**src/verilog/vis_pkg.sv**
```systemverilog
// package: register map, field positions, reset values and timing for input supervision
package vis_pkg;

   // ****************************************
   // clock and time base
   // ****************************************
   localparam int unsigned CLK_PERIOD_NS = 20;
   localparam int unsigned TICK_PERIOD_NS = 1000000;
   localparam int unsigned TICK_CYCLES = TICK_PERIOD_NS / CLK_PERIOD_NS;
   localparam logic [15:0] DIFF_BLOCK_MS = 16'h0014;
   localparam logic [15:0] POWER_CYCLE_MS = 16'h0014;

   // ****************************************
   // register byte addresses
   // ****************************************
   localparam logic [7:0] ADDR_CTRL = 8'h00;
   localparam logic [7:0] ADDR_VTS_DELAY = 8'h04;
   localparam logic [7:0] ADDR_CTS_DELAY = 8'h08;
   localparam logic [7:0] ADDR_RESTRAINT = 8'h0c;
   localparam logic [7:0] ADDR_END_SEL = 8'h10;
   localparam logic [7:0] ADDR_STATUS = 8'h14;
   localparam logic [7:0] ADDR_IRQ_STATUS = 8'h18;
   localparam logic [7:0] ADDR_IRQ_MASK = 8'h1c;

   // ****************************************
   // control fields
   // ****************************************
   localparam int unsigned CTRL_VTS_BLOCK = 0;
   localparam int unsigned CTRL_VTS_AUTO = 1;
   localparam int unsigned CTRL_XFORMER = 2;
   localparam int unsigned CTRL_CTS_RESTRAIN = 3;
   localparam int unsigned CTRL_VTS_RESET = 4;
   localparam logic [3:0] CTRL_RESET_VAL = 4'h3;

   // ****************************************
   // end select fields, status and interrupt bits
   // ****************************************
   localparam int unsigned SEL_REF_LSB = 0;
   localparam int unsigned SEL_DEF_LSB = 3;
   localparam int unsigned SEL_NEG_LSB = 6;
   localparam int unsigned STAT_END_LSB = 8;
   localparam int unsigned EV_VTS_COND = 0;
   localparam int unsigned EV_VTS_ALARM = 1;
   localparam int unsigned EV_CTS_FAIL = 2;
   localparam int unsigned EV_CTS_ALARM = 3;
   localparam int unsigned NUM_EVENTS = 4;

   // ****************************************
   // reset values
   // ****************************************
   localparam logic [15:0] VTS_DELAY_RESET = 16'h1388;
   localparam logic [15:0] CTS_DELAY_RESET = 16'h2710;
   localparam logic [15:0] RESTRAINT_RESET = 16'h0000;
   localparam logic [8:0] END_SEL_RESET = 9'h000;

endpackage

```
**src/verilog/vis_supervision.sv**
```systemverilog
// module: voltage and current input supervision with apb registers and interrupt
//
// Behaviour
// [RQ1] negative-sequence voltage without current flags failure
// [RQ2] all voltages absent, no current change
// [RQ3] overcurrent inhibit detectors suppress voltage block
// [RQ4] action select: block protection or alarm only
// [RQ5] reset select: manual or automatic clearing
// [RQ6] alarm after operate delay, condition continuous
// [RQ7] voltage supervision inhibited while all poles dead
// [RQ8] current change within one cycle inhibits
// [RQ9] current supervision only with transformer winding option
// [RQ10] high ratio at every end means fault
// [RQ11] release current at one end blocks
// [RQ12] indication: zero delay alarm, no restraint
// [RQ13] restraint: block 20 ms, then enlarge bias
// [RQ14] earth and negseq functions blocked on failed input
// [RQ15] monitor sequence currents of 2 to 5 inputs
// [RQ16] fault needs release, high end, others low
// [RQ17] symmetrical three-phase failure not detected
// [RQ18] current alarm after supervision delay expires
// [RQ19] auto clears on condition loss, manual latches
`timescale 1ns/10ps
`default_nettype none
module vis_supervision #(
   parameter int unsigned NUM_ENDS = 5,
   parameter int unsigned TICK_CYCLES = vis_pkg::TICK_CYCLES
) (
   input wire logic mclk,
   input wire logic rst,
   input wire logic psel,
   input wire logic penable,
   input wire logic pwrite,
   input wire logic [7:0] paddr,
   input wire logic [31:0] pwdata,
   output logic [31:0] prdata,
   output logic pready,
   output logic pslverr,
   input wire logic negseq_v_detect,
   input wire logic negseq_i_detect,
   input wire logic [2:0] phase_v_absent,
   input wire logic [2:0] phase_i_change,
   input wire logic phase_overcurrent_inhibit_level,
   input wire logic negseq_overcurrent_inhibit_level,
   input wire logic all_poles_dead,
   input wire logic [NUM_ENDS-1:0] posseq_above_release,
   input wire logic [NUM_ENDS-1:0] ratio_above_high,
   input wire logic [NUM_ENDS-1:0] ratio_below_low,
   output logic voltage_sup_operate_out,
   output logic voltage_sup_alarm,
   output logic current_sup_alarm,
   output logic diff_block,
   output logic [15:0] restraint_region_increase,
   output logic ref_block,
   output logic derived_ef_block,
   output logic negseq_oc_block,
   output logic irq
);
   import vis_pkg::*;

   // ****************************************
   // functions
   // ****************************************
   // an index past the last end selects nothing
   function automatic logic end_pick(input logic [NUM_ENDS-1:0] v, input logic [2:0] sel);
      return (32'(sel) < NUM_ENDS) ? v[sel] : 1'b0;
   endfunction

   // ****************************************
   // registers and apb slave
   // ****************************************
   logic [3:0] ctrl_q;
   logic [15:0] vts_delay_q;
   logic [15:0] cts_delay_q;
   logic [15:0] restraint_q;
   logic [8:0] end_sel_q;
   logic [NUM_EVENTS-1:0] irq_status_q;
   logic [NUM_EVENTS-1:0] irq_mask_q;
   logic vts_reset_q;
   logic pready_q;
   logic pslverr_q;
   logic [31:0] prdata_q;
   logic wr_en;
   logic rd_en;
   logic addr_ok;
   logic [31:0] rd_data;
   logic [31:0] status_word;
   logic [NUM_EVENTS-1:0] events;

   // one wait state: ready comes from a flop in the second access cycle
   assign wr_en = psel & penable & pready_q & pwrite & addr_ok;
   assign rd_en = psel & penable & ~pready_q;

   always_comb begin
      addr_ok = 1'b1;
      rd_data = 32'h0000_0000;
      unique case (paddr)
         ADDR_CTRL: rd_data = {28'h0000000, ctrl_q};
         ADDR_VTS_DELAY: rd_data = {16'h0000, vts_delay_q};
         ADDR_CTS_DELAY: rd_data = {16'h0000, cts_delay_q};
         ADDR_RESTRAINT: rd_data = {16'h0000, restraint_q};
         ADDR_END_SEL: rd_data = {23'h000000, end_sel_q};
         ADDR_STATUS: rd_data = status_word;
         ADDR_IRQ_STATUS: rd_data = {28'h0000000, irq_status_q};
         ADDR_IRQ_MASK: rd_data = {28'h0000000, irq_mask_q};
         default: addr_ok = 1'b0;
      endcase
   end

   always_ff @(posedge mclk or posedge rst) begin
      if (rst) begin
         pready_q <= 1'b0;
         pslverr_q <= 1'b0;
         prdata_q <= 32'h0000_0000;
      end else begin
         pready_q <= psel & penable & ~pready_q;
         if (rd_en) begin
            pslverr_q <= ~addr_ok;
            prdata_q <= pwrite ? 32'h0000_0000 : rd_data;
         end
      end
   end

   always_ff @(posedge mclk or posedge rst) begin
      if (rst) begin
         ctrl_q <= CTRL_RESET_VAL;
         vts_delay_q <= VTS_DELAY_RESET;
         cts_delay_q <= CTS_DELAY_RESET;
         restraint_q <= RESTRAINT_RESET;
         end_sel_q <= END_SEL_RESET;
         irq_mask_q <= '0;
      end else if (wr_en) begin
         unique case (paddr)
            ADDR_CTRL: ctrl_q <= pwdata[3:0];
            ADDR_VTS_DELAY: vts_delay_q <= pwdata[15:0];
            ADDR_CTS_DELAY: cts_delay_q <= pwdata[15:0];
            ADDR_RESTRAINT: restraint_q <= pwdata[15:0];
            ADDR_END_SEL: end_sel_q <= pwdata[8:0];
            ADDR_IRQ_MASK: irq_mask_q <= pwdata[NUM_EVENTS-1:0];
            default: ;
         endcase
      end
   end

   // manual reset command is a self-clearing write pulse
   always_ff @(posedge mclk or posedge rst) begin
      if (rst) begin
         vts_reset_q <= 1'b0;
      end else begin
         vts_reset_q <= wr_en && paddr == ADDR_CTRL && pwdata[CTRL_VTS_RESET];
      end
   end

   // ****************************************
   // millisecond time base
   // ****************************************
   logic [31:0] tick_cnt_q;
   logic tick_q;

   always_ff @(posedge mclk or posedge rst) begin
      if (rst) begin
         tick_cnt_q <= 32'h0000_0000;
         tick_q <= 1'b0;
      end else if (tick_cnt_q >= 32'(TICK_CYCLES - 1)) begin
         tick_cnt_q <= 32'h0000_0000;
         tick_q <= 1'b1;
      end else begin
         tick_cnt_q <= tick_cnt_q + 32'h0000_0001;
         tick_q <= 1'b0;
      end
   end

   // ****************************************
   // voltage input supervision
   // ****************************************
   logic [15:0] change_win_q;
   logic change_active;
   logic vts_raw;
   logic vts_inhibit;
   logic vts_cond;
   logic vts_detect_q;
   logic [15:0] vts_timer_q;
   logic vts_expired;
   logic vts_alarm_q;
   logic vts_block_q;

   // stretch any current step over one power cycle
   always_ff @(posedge mclk or posedge rst) begin
      if (rst) begin
         change_win_q <= 16'h0000;
      end else if (|phase_i_change) begin
         change_win_q <= POWER_CYCLE_MS; // [RQ8]
      end else if (tick_q && change_win_q != 16'h0000) begin
         change_win_q <= change_win_q - 16'h0001;
      end
   end

   assign change_active = (|phase_i_change) | (change_win_q != 16'h0000);
   assign vts_raw = (negseq_v_detect & ~negseq_i_detect) | // [RQ1]
                    ((&phase_v_absent) & ~change_active); // [RQ2]
   assign vts_inhibit = phase_overcurrent_inhibit_level | negseq_overcurrent_inhibit_level | // [RQ3]
                        all_poles_dead | // [RQ7]
                        change_active; // [RQ8]
   assign vts_cond = vts_raw & ~vts_inhibit;

   // timer restarts whenever the condition drops, so only a continuous failure alarms
   always_ff @(posedge mclk or posedge rst) begin
      if (rst) begin
         vts_timer_q <= 16'h0000;
      end else if (!vts_cond) begin
         vts_timer_q <= 16'h0000;
      end else if (tick_q && !vts_expired) begin
         vts_timer_q <= vts_timer_q + 16'h0001; // [RQ6]
      end
   end

   assign vts_expired = vts_cond && vts_timer_q >= vts_delay_q;

   // set wins over a manual reset arriving in the same cycle
   always_ff @(posedge mclk or posedge rst) begin
      if (rst) begin
         vts_detect_q <= 1'b0;
         vts_alarm_q <= 1'b0;
      end else if (ctrl_q[CTRL_VTS_AUTO]) begin
         vts_detect_q <= vts_cond; // [RQ5] [RQ19]
         vts_alarm_q <= vts_expired;
      end else begin
         vts_detect_q <= vts_cond | (vts_detect_q & ~vts_reset_q); // [RQ19]
         vts_alarm_q <= vts_expired | (vts_alarm_q & ~vts_reset_q);
      end
   end

   always_ff @(posedge mclk or posedge rst) begin
      if (rst) begin
         vts_block_q <= 1'b0;
      end else begin
         vts_block_q <= vts_detect_q & ctrl_q[CTRL_VTS_BLOCK]; // [RQ4]
      end
   end

   // ****************************************
   // current input supervision
   // ****************************************
   logic cts_enable;
   logic [3:0] release_count;
   logic [NUM_ENDS-1:0] cand;
   logic cts_fault;
   logic cts_fail_q;
   logic [NUM_ENDS-1:0] fail_end_q;
   logic [15:0] cts_timer_q;
   logic cts_alarm_q;
   logic [15:0] diff_timer_q;
   logic diff_block_q;
   logic [15:0] restraint_out_q;
   logic [2:0] prot_block_q;

   assign cts_enable = ctrl_q[CTRL_XFORMER]; // [RQ9]
   assign release_count = 4'($countones(posseq_above_release)); // [RQ15]

   // an end is a candidate when it sees the high ratio and every other end is low or below release
   generate
      for (genvar g = 0; g < NUM_ENDS; g++) begin : g_cand
         logic [NUM_ENDS-1:0] others_quiet;
         always_comb begin
            others_quiet = ratio_below_low | ~posseq_above_release; // [RQ16]
            others_quiet[g] = 1'b1;
         end
         assign cand[g] = ratio_above_high[g] & (&others_quiet);
      end
   endgenerate

   // a balanced loss of all three phases gives no negative sequence, so it goes unseen
   assign cts_fault = cts_enable &
                      (release_count >= 4'h2) & // [RQ11] [RQ16]
                      ~(&ratio_above_high) & // [RQ10]
                      (|cand); // [RQ17]

   always_ff @(posedge mclk or posedge rst) begin
      if (rst) begin
         cts_fail_q <= 1'b0;
         fail_end_q <= '0;
      end else begin
         cts_fail_q <= cts_fault;
         fail_end_q <= cts_fault ? cand : '0;
      end
   end

   always_ff @(posedge mclk or posedge rst) begin
      if (rst) begin
         cts_timer_q <= 16'h0000;
         cts_alarm_q <= 1'b0;
      end else if (!cts_fail_q) begin
         cts_timer_q <= 16'h0000;
         cts_alarm_q <= 1'b0;
      end else if (!ctrl_q[CTRL_CTS_RESTRAIN]) begin
         cts_alarm_q <= 1'b1; // [RQ12]
      end else if (cts_timer_q >= cts_delay_q) begin
         cts_alarm_q <= 1'b1; // [RQ18]
      end else if (tick_q) begin
         cts_timer_q <= cts_timer_q + 16'h0001;
      end
   end

   // restraint: hard block first, then widened bias while the failure stands
   always_ff @(posedge mclk or posedge rst) begin
      if (rst) begin
         diff_timer_q <= 16'h0000;
         diff_block_q <= 1'b0;
         restraint_out_q <= 16'h0000;
      end else if (!cts_fail_q || !ctrl_q[CTRL_CTS_RESTRAIN]) begin
         diff_timer_q <= 16'h0000;
         diff_block_q <= 1'b0; // [RQ12]
         restraint_out_q <= 16'h0000;
      end else if (diff_timer_q < DIFF_BLOCK_MS) begin
         diff_block_q <= 1'b1; // [RQ13]
         if (tick_q) begin
            diff_timer_q <= diff_timer_q + 16'h0001;
         end
      end else begin
         diff_block_q <= 1'b0;
         restraint_out_q <= restraint_q; // [RQ13]
      end
   end

   always_ff @(posedge mclk or posedge rst) begin
      if (rst) begin
         prot_block_q <= 3'h0;
      end else begin
         prot_block_q[0] <= end_pick(fail_end_q, end_sel_q[SEL_REF_LSB +: 3]); // [RQ14]
         prot_block_q[1] <= end_pick(fail_end_q, end_sel_q[SEL_DEF_LSB +: 3]); // [RQ14]
         prot_block_q[2] <= end_pick(fail_end_q, end_sel_q[SEL_NEG_LSB +: 3]); // [RQ14]
      end
   end

   // ****************************************
   // status and interrupt
   // ****************************************
   logic [NUM_EVENTS-1:0] stat_now;
   logic [NUM_EVENTS-1:0] stat_d1_q;
   logic irq_q;
   logic [NUM_EVENTS-1:0] w1c;

   // bits in event order, so a rising status bit is its own event
   assign stat_now = {cts_alarm_q, cts_fail_q, vts_alarm_q, vts_detect_q};
   assign status_word = {{(24 - NUM_ENDS){1'b0}}, fail_end_q, 4'h0, stat_now};
   assign events = stat_now & ~stat_d1_q;

   always_ff @(posedge mclk or posedge rst) begin
      if (rst) begin
         stat_d1_q <= '0;
      end else begin
         stat_d1_q <= stat_now;
      end
   end

   assign w1c = (wr_en && paddr == ADDR_IRQ_STATUS) ? pwdata[NUM_EVENTS-1:0] : '0;

   // a new event in the clearing cycle survives the clear
   always_ff @(posedge mclk or posedge rst) begin
      if (rst) begin
         irq_status_q <= '0;
         irq_q <= 1'b0;
      end else begin
         irq_status_q <= events | (irq_status_q & ~w1c);
         irq_q <= |((events | (irq_status_q & ~w1c)) & irq_mask_q);
      end
   end

   // ****************************************
   // outputs
   // ****************************************
   assign prdata = prdata_q;
   assign pready = pready_q;
   assign pslverr = pslverr_q;
   assign voltage_sup_operate_out = vts_block_q;
   assign voltage_sup_alarm = vts_alarm_q;
   assign current_sup_alarm = cts_alarm_q;
   assign diff_block = diff_block_q;
   assign restraint_region_increase = restraint_out_q;
   assign ref_block = prot_block_q[0];
   assign derived_ef_block = prot_block_q[1];
   assign negseq_oc_block = prot_block_q[2];
   assign irq = irq_q;

endmodule
`default_nettype wire

```
**config.mk**
```make
export PLATFORM = sky130hd
export DESIGN_NAME = vis_supervision
export DESIGN_NICKNAME = d
export VERILOG_FILES = /design/src/verilog/vis_pkg.sv /design/src/verilog/vis_supervision.sv
export SDC_FILE = /design/constraint.sdc
export NUM_CORES = 1
export LEC_CHECK = 0
export BUFFER_PORTS_ARGS = -buffer_cell sky130_fd_sc_hd__buf_2
export CAP_MARGIN = 20
export CORE_ASPECT_RATIO = 0.8
export CORE_UTILIZATION = 30
export CTS_CLUSTER_SIZE = 24
export DETAILED_ROUTE_END_ITERATION = 10
export PLACE_DENSITY_LB_ADDON = 0.15
export REMOVE_ABC_BUFFERS = 1
export SLEW_MARGIN = 20
export SYNTH_ARGS = -nofsm -noshare
export SYNTH_HDL_FRONTEND = slang
export SYNTH_SLANG_ARGS = --single-unit
```
**constraint.sdc**
```tcl
create_clock -name mclk -period 7.9 [get_ports mclk]
set_clock_uncertainty 0.1 [all_clocks]
set_input_delay 0.79 -clock mclk [delete_from_list [all_inputs] [get_ports mclk]]
set_output_delay 0.79 -clock mclk [all_outputs]
set_load 0.01 [all_outputs]
```
==> impl_results.md <==
* RSZ-0062 raised after global routing: no
* Top cell type's share of synthesized area at 49.32%
* Finished Core Util at between 30% and 40%
* Drt first pass iters at 7
* GRT Util Overall at 15.82%
* Vias in the first global route at between 7,000 and 8,000
* Largest net degree at the start of global routing at 112
* Post-synth EDFFs at 0
* Top post-synthesis cells by area: dfrtp_1, ha_1, mux2_2, nor2_1, o21ai_0
* CTS Buf Count at 25
* Hold_buf cts at 0
* PortBufs at 96
* Io pins at 129
* NetSw at 544.6 µW
* Initial antenna violation count at 0
* Yosys cell types at 65
* Register share of total power at 47.3%
* Clock slew at reported path FFs at 0.06 ns
* Max-cap violation count at 0
* Vias/cell at about 4.7
* Post-Syn Instances at about 1,000
* Hold Path Class: primary input to async pin
* Hold Vio Cnt, Final at 0
* Arrival time at the worst endpoint at about 3.9 ns
* Critical Path RT at ~8.2 ns
* H-tree depth at 1
* Clock power share at 49.0%
* Post-CTS Setup Repair Bufs at 0
* Minimum clock period at roughly 3.6 ns
* Ys Warns at 0
* Detailed Place HPWL at 19,660 µm
* Comb pwr share at 3.8%
* Total wire length at 27,700 µm
* Crit start category: primary input
* Most area-hungry cell type in the Yosys netlist: dfrtp_1
* Main synth FF type: dfrtp_1
* Synth async-reset ratio at 100.0%
* Worst-case clock buffer depth at 3
* Final setup violation count at 0
* Net Sw Frac at between 20% and 30%
* Int Power at 1859 µW
* CTS tree: done
* Antenna-violating nets left at 0
* First-pass GRT wire length at 44,090 µm
* Initial core utilization at around 30%
* Instance area at placement at 11,540 µm²
* DIE WIDTH at between 200 and 250 µm
* First DRT Iteration DRCs at 426
* Num rows at 61
* Worst Reg-to-Reg Cells at 8
* Max frequency at 278.4 MHz
* Power, Total at 2404 µW
* Overflow after GRT at 0
* Placeable Area at 34,730 µm²
* Design area at approximately 12,000 µm²
* CP Capture Type: flop
* Outcome: completed
* CTS root buf: clkbuf_16
* Post-synthesis cell area at 10,550 µm²
* Setup TNS at 0 ns
* Die area at about 36,000 µm²
* Most common cell in the netlist: dfrtp_1
* CTS Sinks at 220
* Routability congestion estimate at between 0.7 and 0.8
* Pwr/cell area at 194.3 nW/µm²
* Worst-Skew Late Latency at ~0.53 ns
* Ant. Diodes at 0
* P_leak at roughly 0.0057 µW
* Fraction of layout cells with a size suffix above 1 at a little under a fifth
* Drc violations at 0
* Maximum vdd drop at 0.09661 mV
* Maximum fanout along the worst path at 18
* DR vias at 7,658
* Post-CTS resize count at 0
* Mean post-synth cell area at 10.42 µm²
* Max-slew violations at 0
* WL/cell at 17.15 µm
* Slew at the pin closest to its max-slew limit at 1.055 ns
* Die H at ~170 µm
* #FFs+latches synth at 220
* Worst Setup Path Type: primary input to flop
* Post-synth top cells: dfrtp_1, nor2_1, nand2_1
* Seq/Total Area, Yosys at 52.31%
* Final net count at 1,236
* Synth-to-layout area growth at 17.26%
* Slew margin rel. at about 29%
* Fin crit share at 45.46%
[through the flow]
stage                     std cells  hold slack [ns]  setup slack (ns)
after floorplan                 994           0.3011             1.009
after global placement         1570           0.3351             3.795
after CTS                      1615           0.3389             4.350
after global routing           1615           0.3408             4.189
final                          1615           0.2909             4.308
after detailed placement       1570           0.3354             3.777
[area by class of cell]
class	instances	area (µm²)
sequential	220	5520
tap	472	590.6
timing repair buffer	104	540.5
fill	3518	22350
inverter	56	217.7
clock buffer	34	719.4
multi-input combinational	718	4676
clock inverter	11	111.4
[worst paths after layout]
check | startpoint | end | slack (ns)
worst max-delay path | paddr[5] | vts_delay_q[15]$_DFFE_PP0P_ | 4.31
worst min-delay path | rst | tick_cnt_q[23]$_DFF_PP0_ | 0.29
worst max register to register | cts_delay_q[1]$_DFFE_PP0P_ | cts_timer_q[15]$_DFFE_PP0P_ | 4.90
worst min register to register | stat_d1_q[3]$_DFF_PP0_ | irq_status_q[3]$_DFF_PP0_ | 0.34
max in group asynchronous | rst | pslverr$_DFFE_PP0P_ | 5.95
min in group mclk | stat_d1_q[3]$_DFF_PP0_ | irq_status_q[3]$_DFF_PP0_ | 0.34
[critical path, stage by stage]
cell and delay, ns:
buf_2 0.10, nor3_2 0.50, and3_1 0.46, and3b_1 0.57
nand3_1 0.89, mux2_2 0.57
[state kept, by name, summed over array words and instances, names as in the netlist, 3 cells and up]
register and flops:
ctrl_q 4, irq_status_q 4, change_win_q 16, vts_timer_q 16, prdata 16, restraint_region_increase 16, irq_mask_q 4, vts_delay_q 16
fail_end_q 5, stat_d1_q 4, prot_block_q 3, tick_cnt_q 32, end_sel_q 9, cts_timer_q 16, cts_delay_q 16, restraint_q 16
diff_timer_q 16
[cell usage in the layout (no fill, tap or decap), types with 4 or more instances in the layout]
cell type and n:
dfrtp_1 208, nor2_1 106, buf_2 96, nand2_1 87
o21ai_0 68, inv_1 54, mux2_2 42, ha_1 39
a21oi_1 37, nand3_1 33, conb_1 32, mux2i_1 31
and3_1 26, clkbuf_16 25, xor2_1 22, nor3_1 20
nand4_1 20, xnor2_1 20, or3_1 18, nor4_1 13
dfstp_2 12, buf_4 8, and2_1 7, a221oi_1 7
clkinv_2 7, a31oi_1 6, nand2b_1 6, clkbuf_8 6
mux4_2 5, a22oi_1 5, a221o_1 5, nor2b_1 4
a22o_1 4, o32ai_1 4, o31ai_1 4, o211ai_1 4
[power groups by stage]
stage	Sequential (µW)	Clock, µW	Combinational (µW)
finish	1140	1180	90.2
global route	1140	1260	103
CTS	1140	1220	92.5
detailed placement	1160	0	92.4
global placement	1160	0	92.4
floorplan	1160	0	45.2
[metal layers]
metal	vias to the layer above	GRT usage [%]	part of all wire [%]
met5	-	0	0
met1	3761	23.10	49
met3	27	2.757	4.2
li1	3754	-	-
met4	0	3.214	1.5
met2	116	24.44	45
[logic make-up (layout without fill, tap and decap cells)]
family,count (synthesis),count (layout),share of synthesized area (%)
AND/OR/NAND/NOR,361,361,16.62
flip-flops,220,220,52.31
AO/OA/AOI/OAI,165,165,9.651
buffers and inverters,106,205,4.600
multiplexers,78,78,8.488
XOR/XNOR,42,42,3.485
adder cells (fa/ha/maj),40,40,4.813
other,1,32,0.03553
Power figures use the tool's default switching activity.
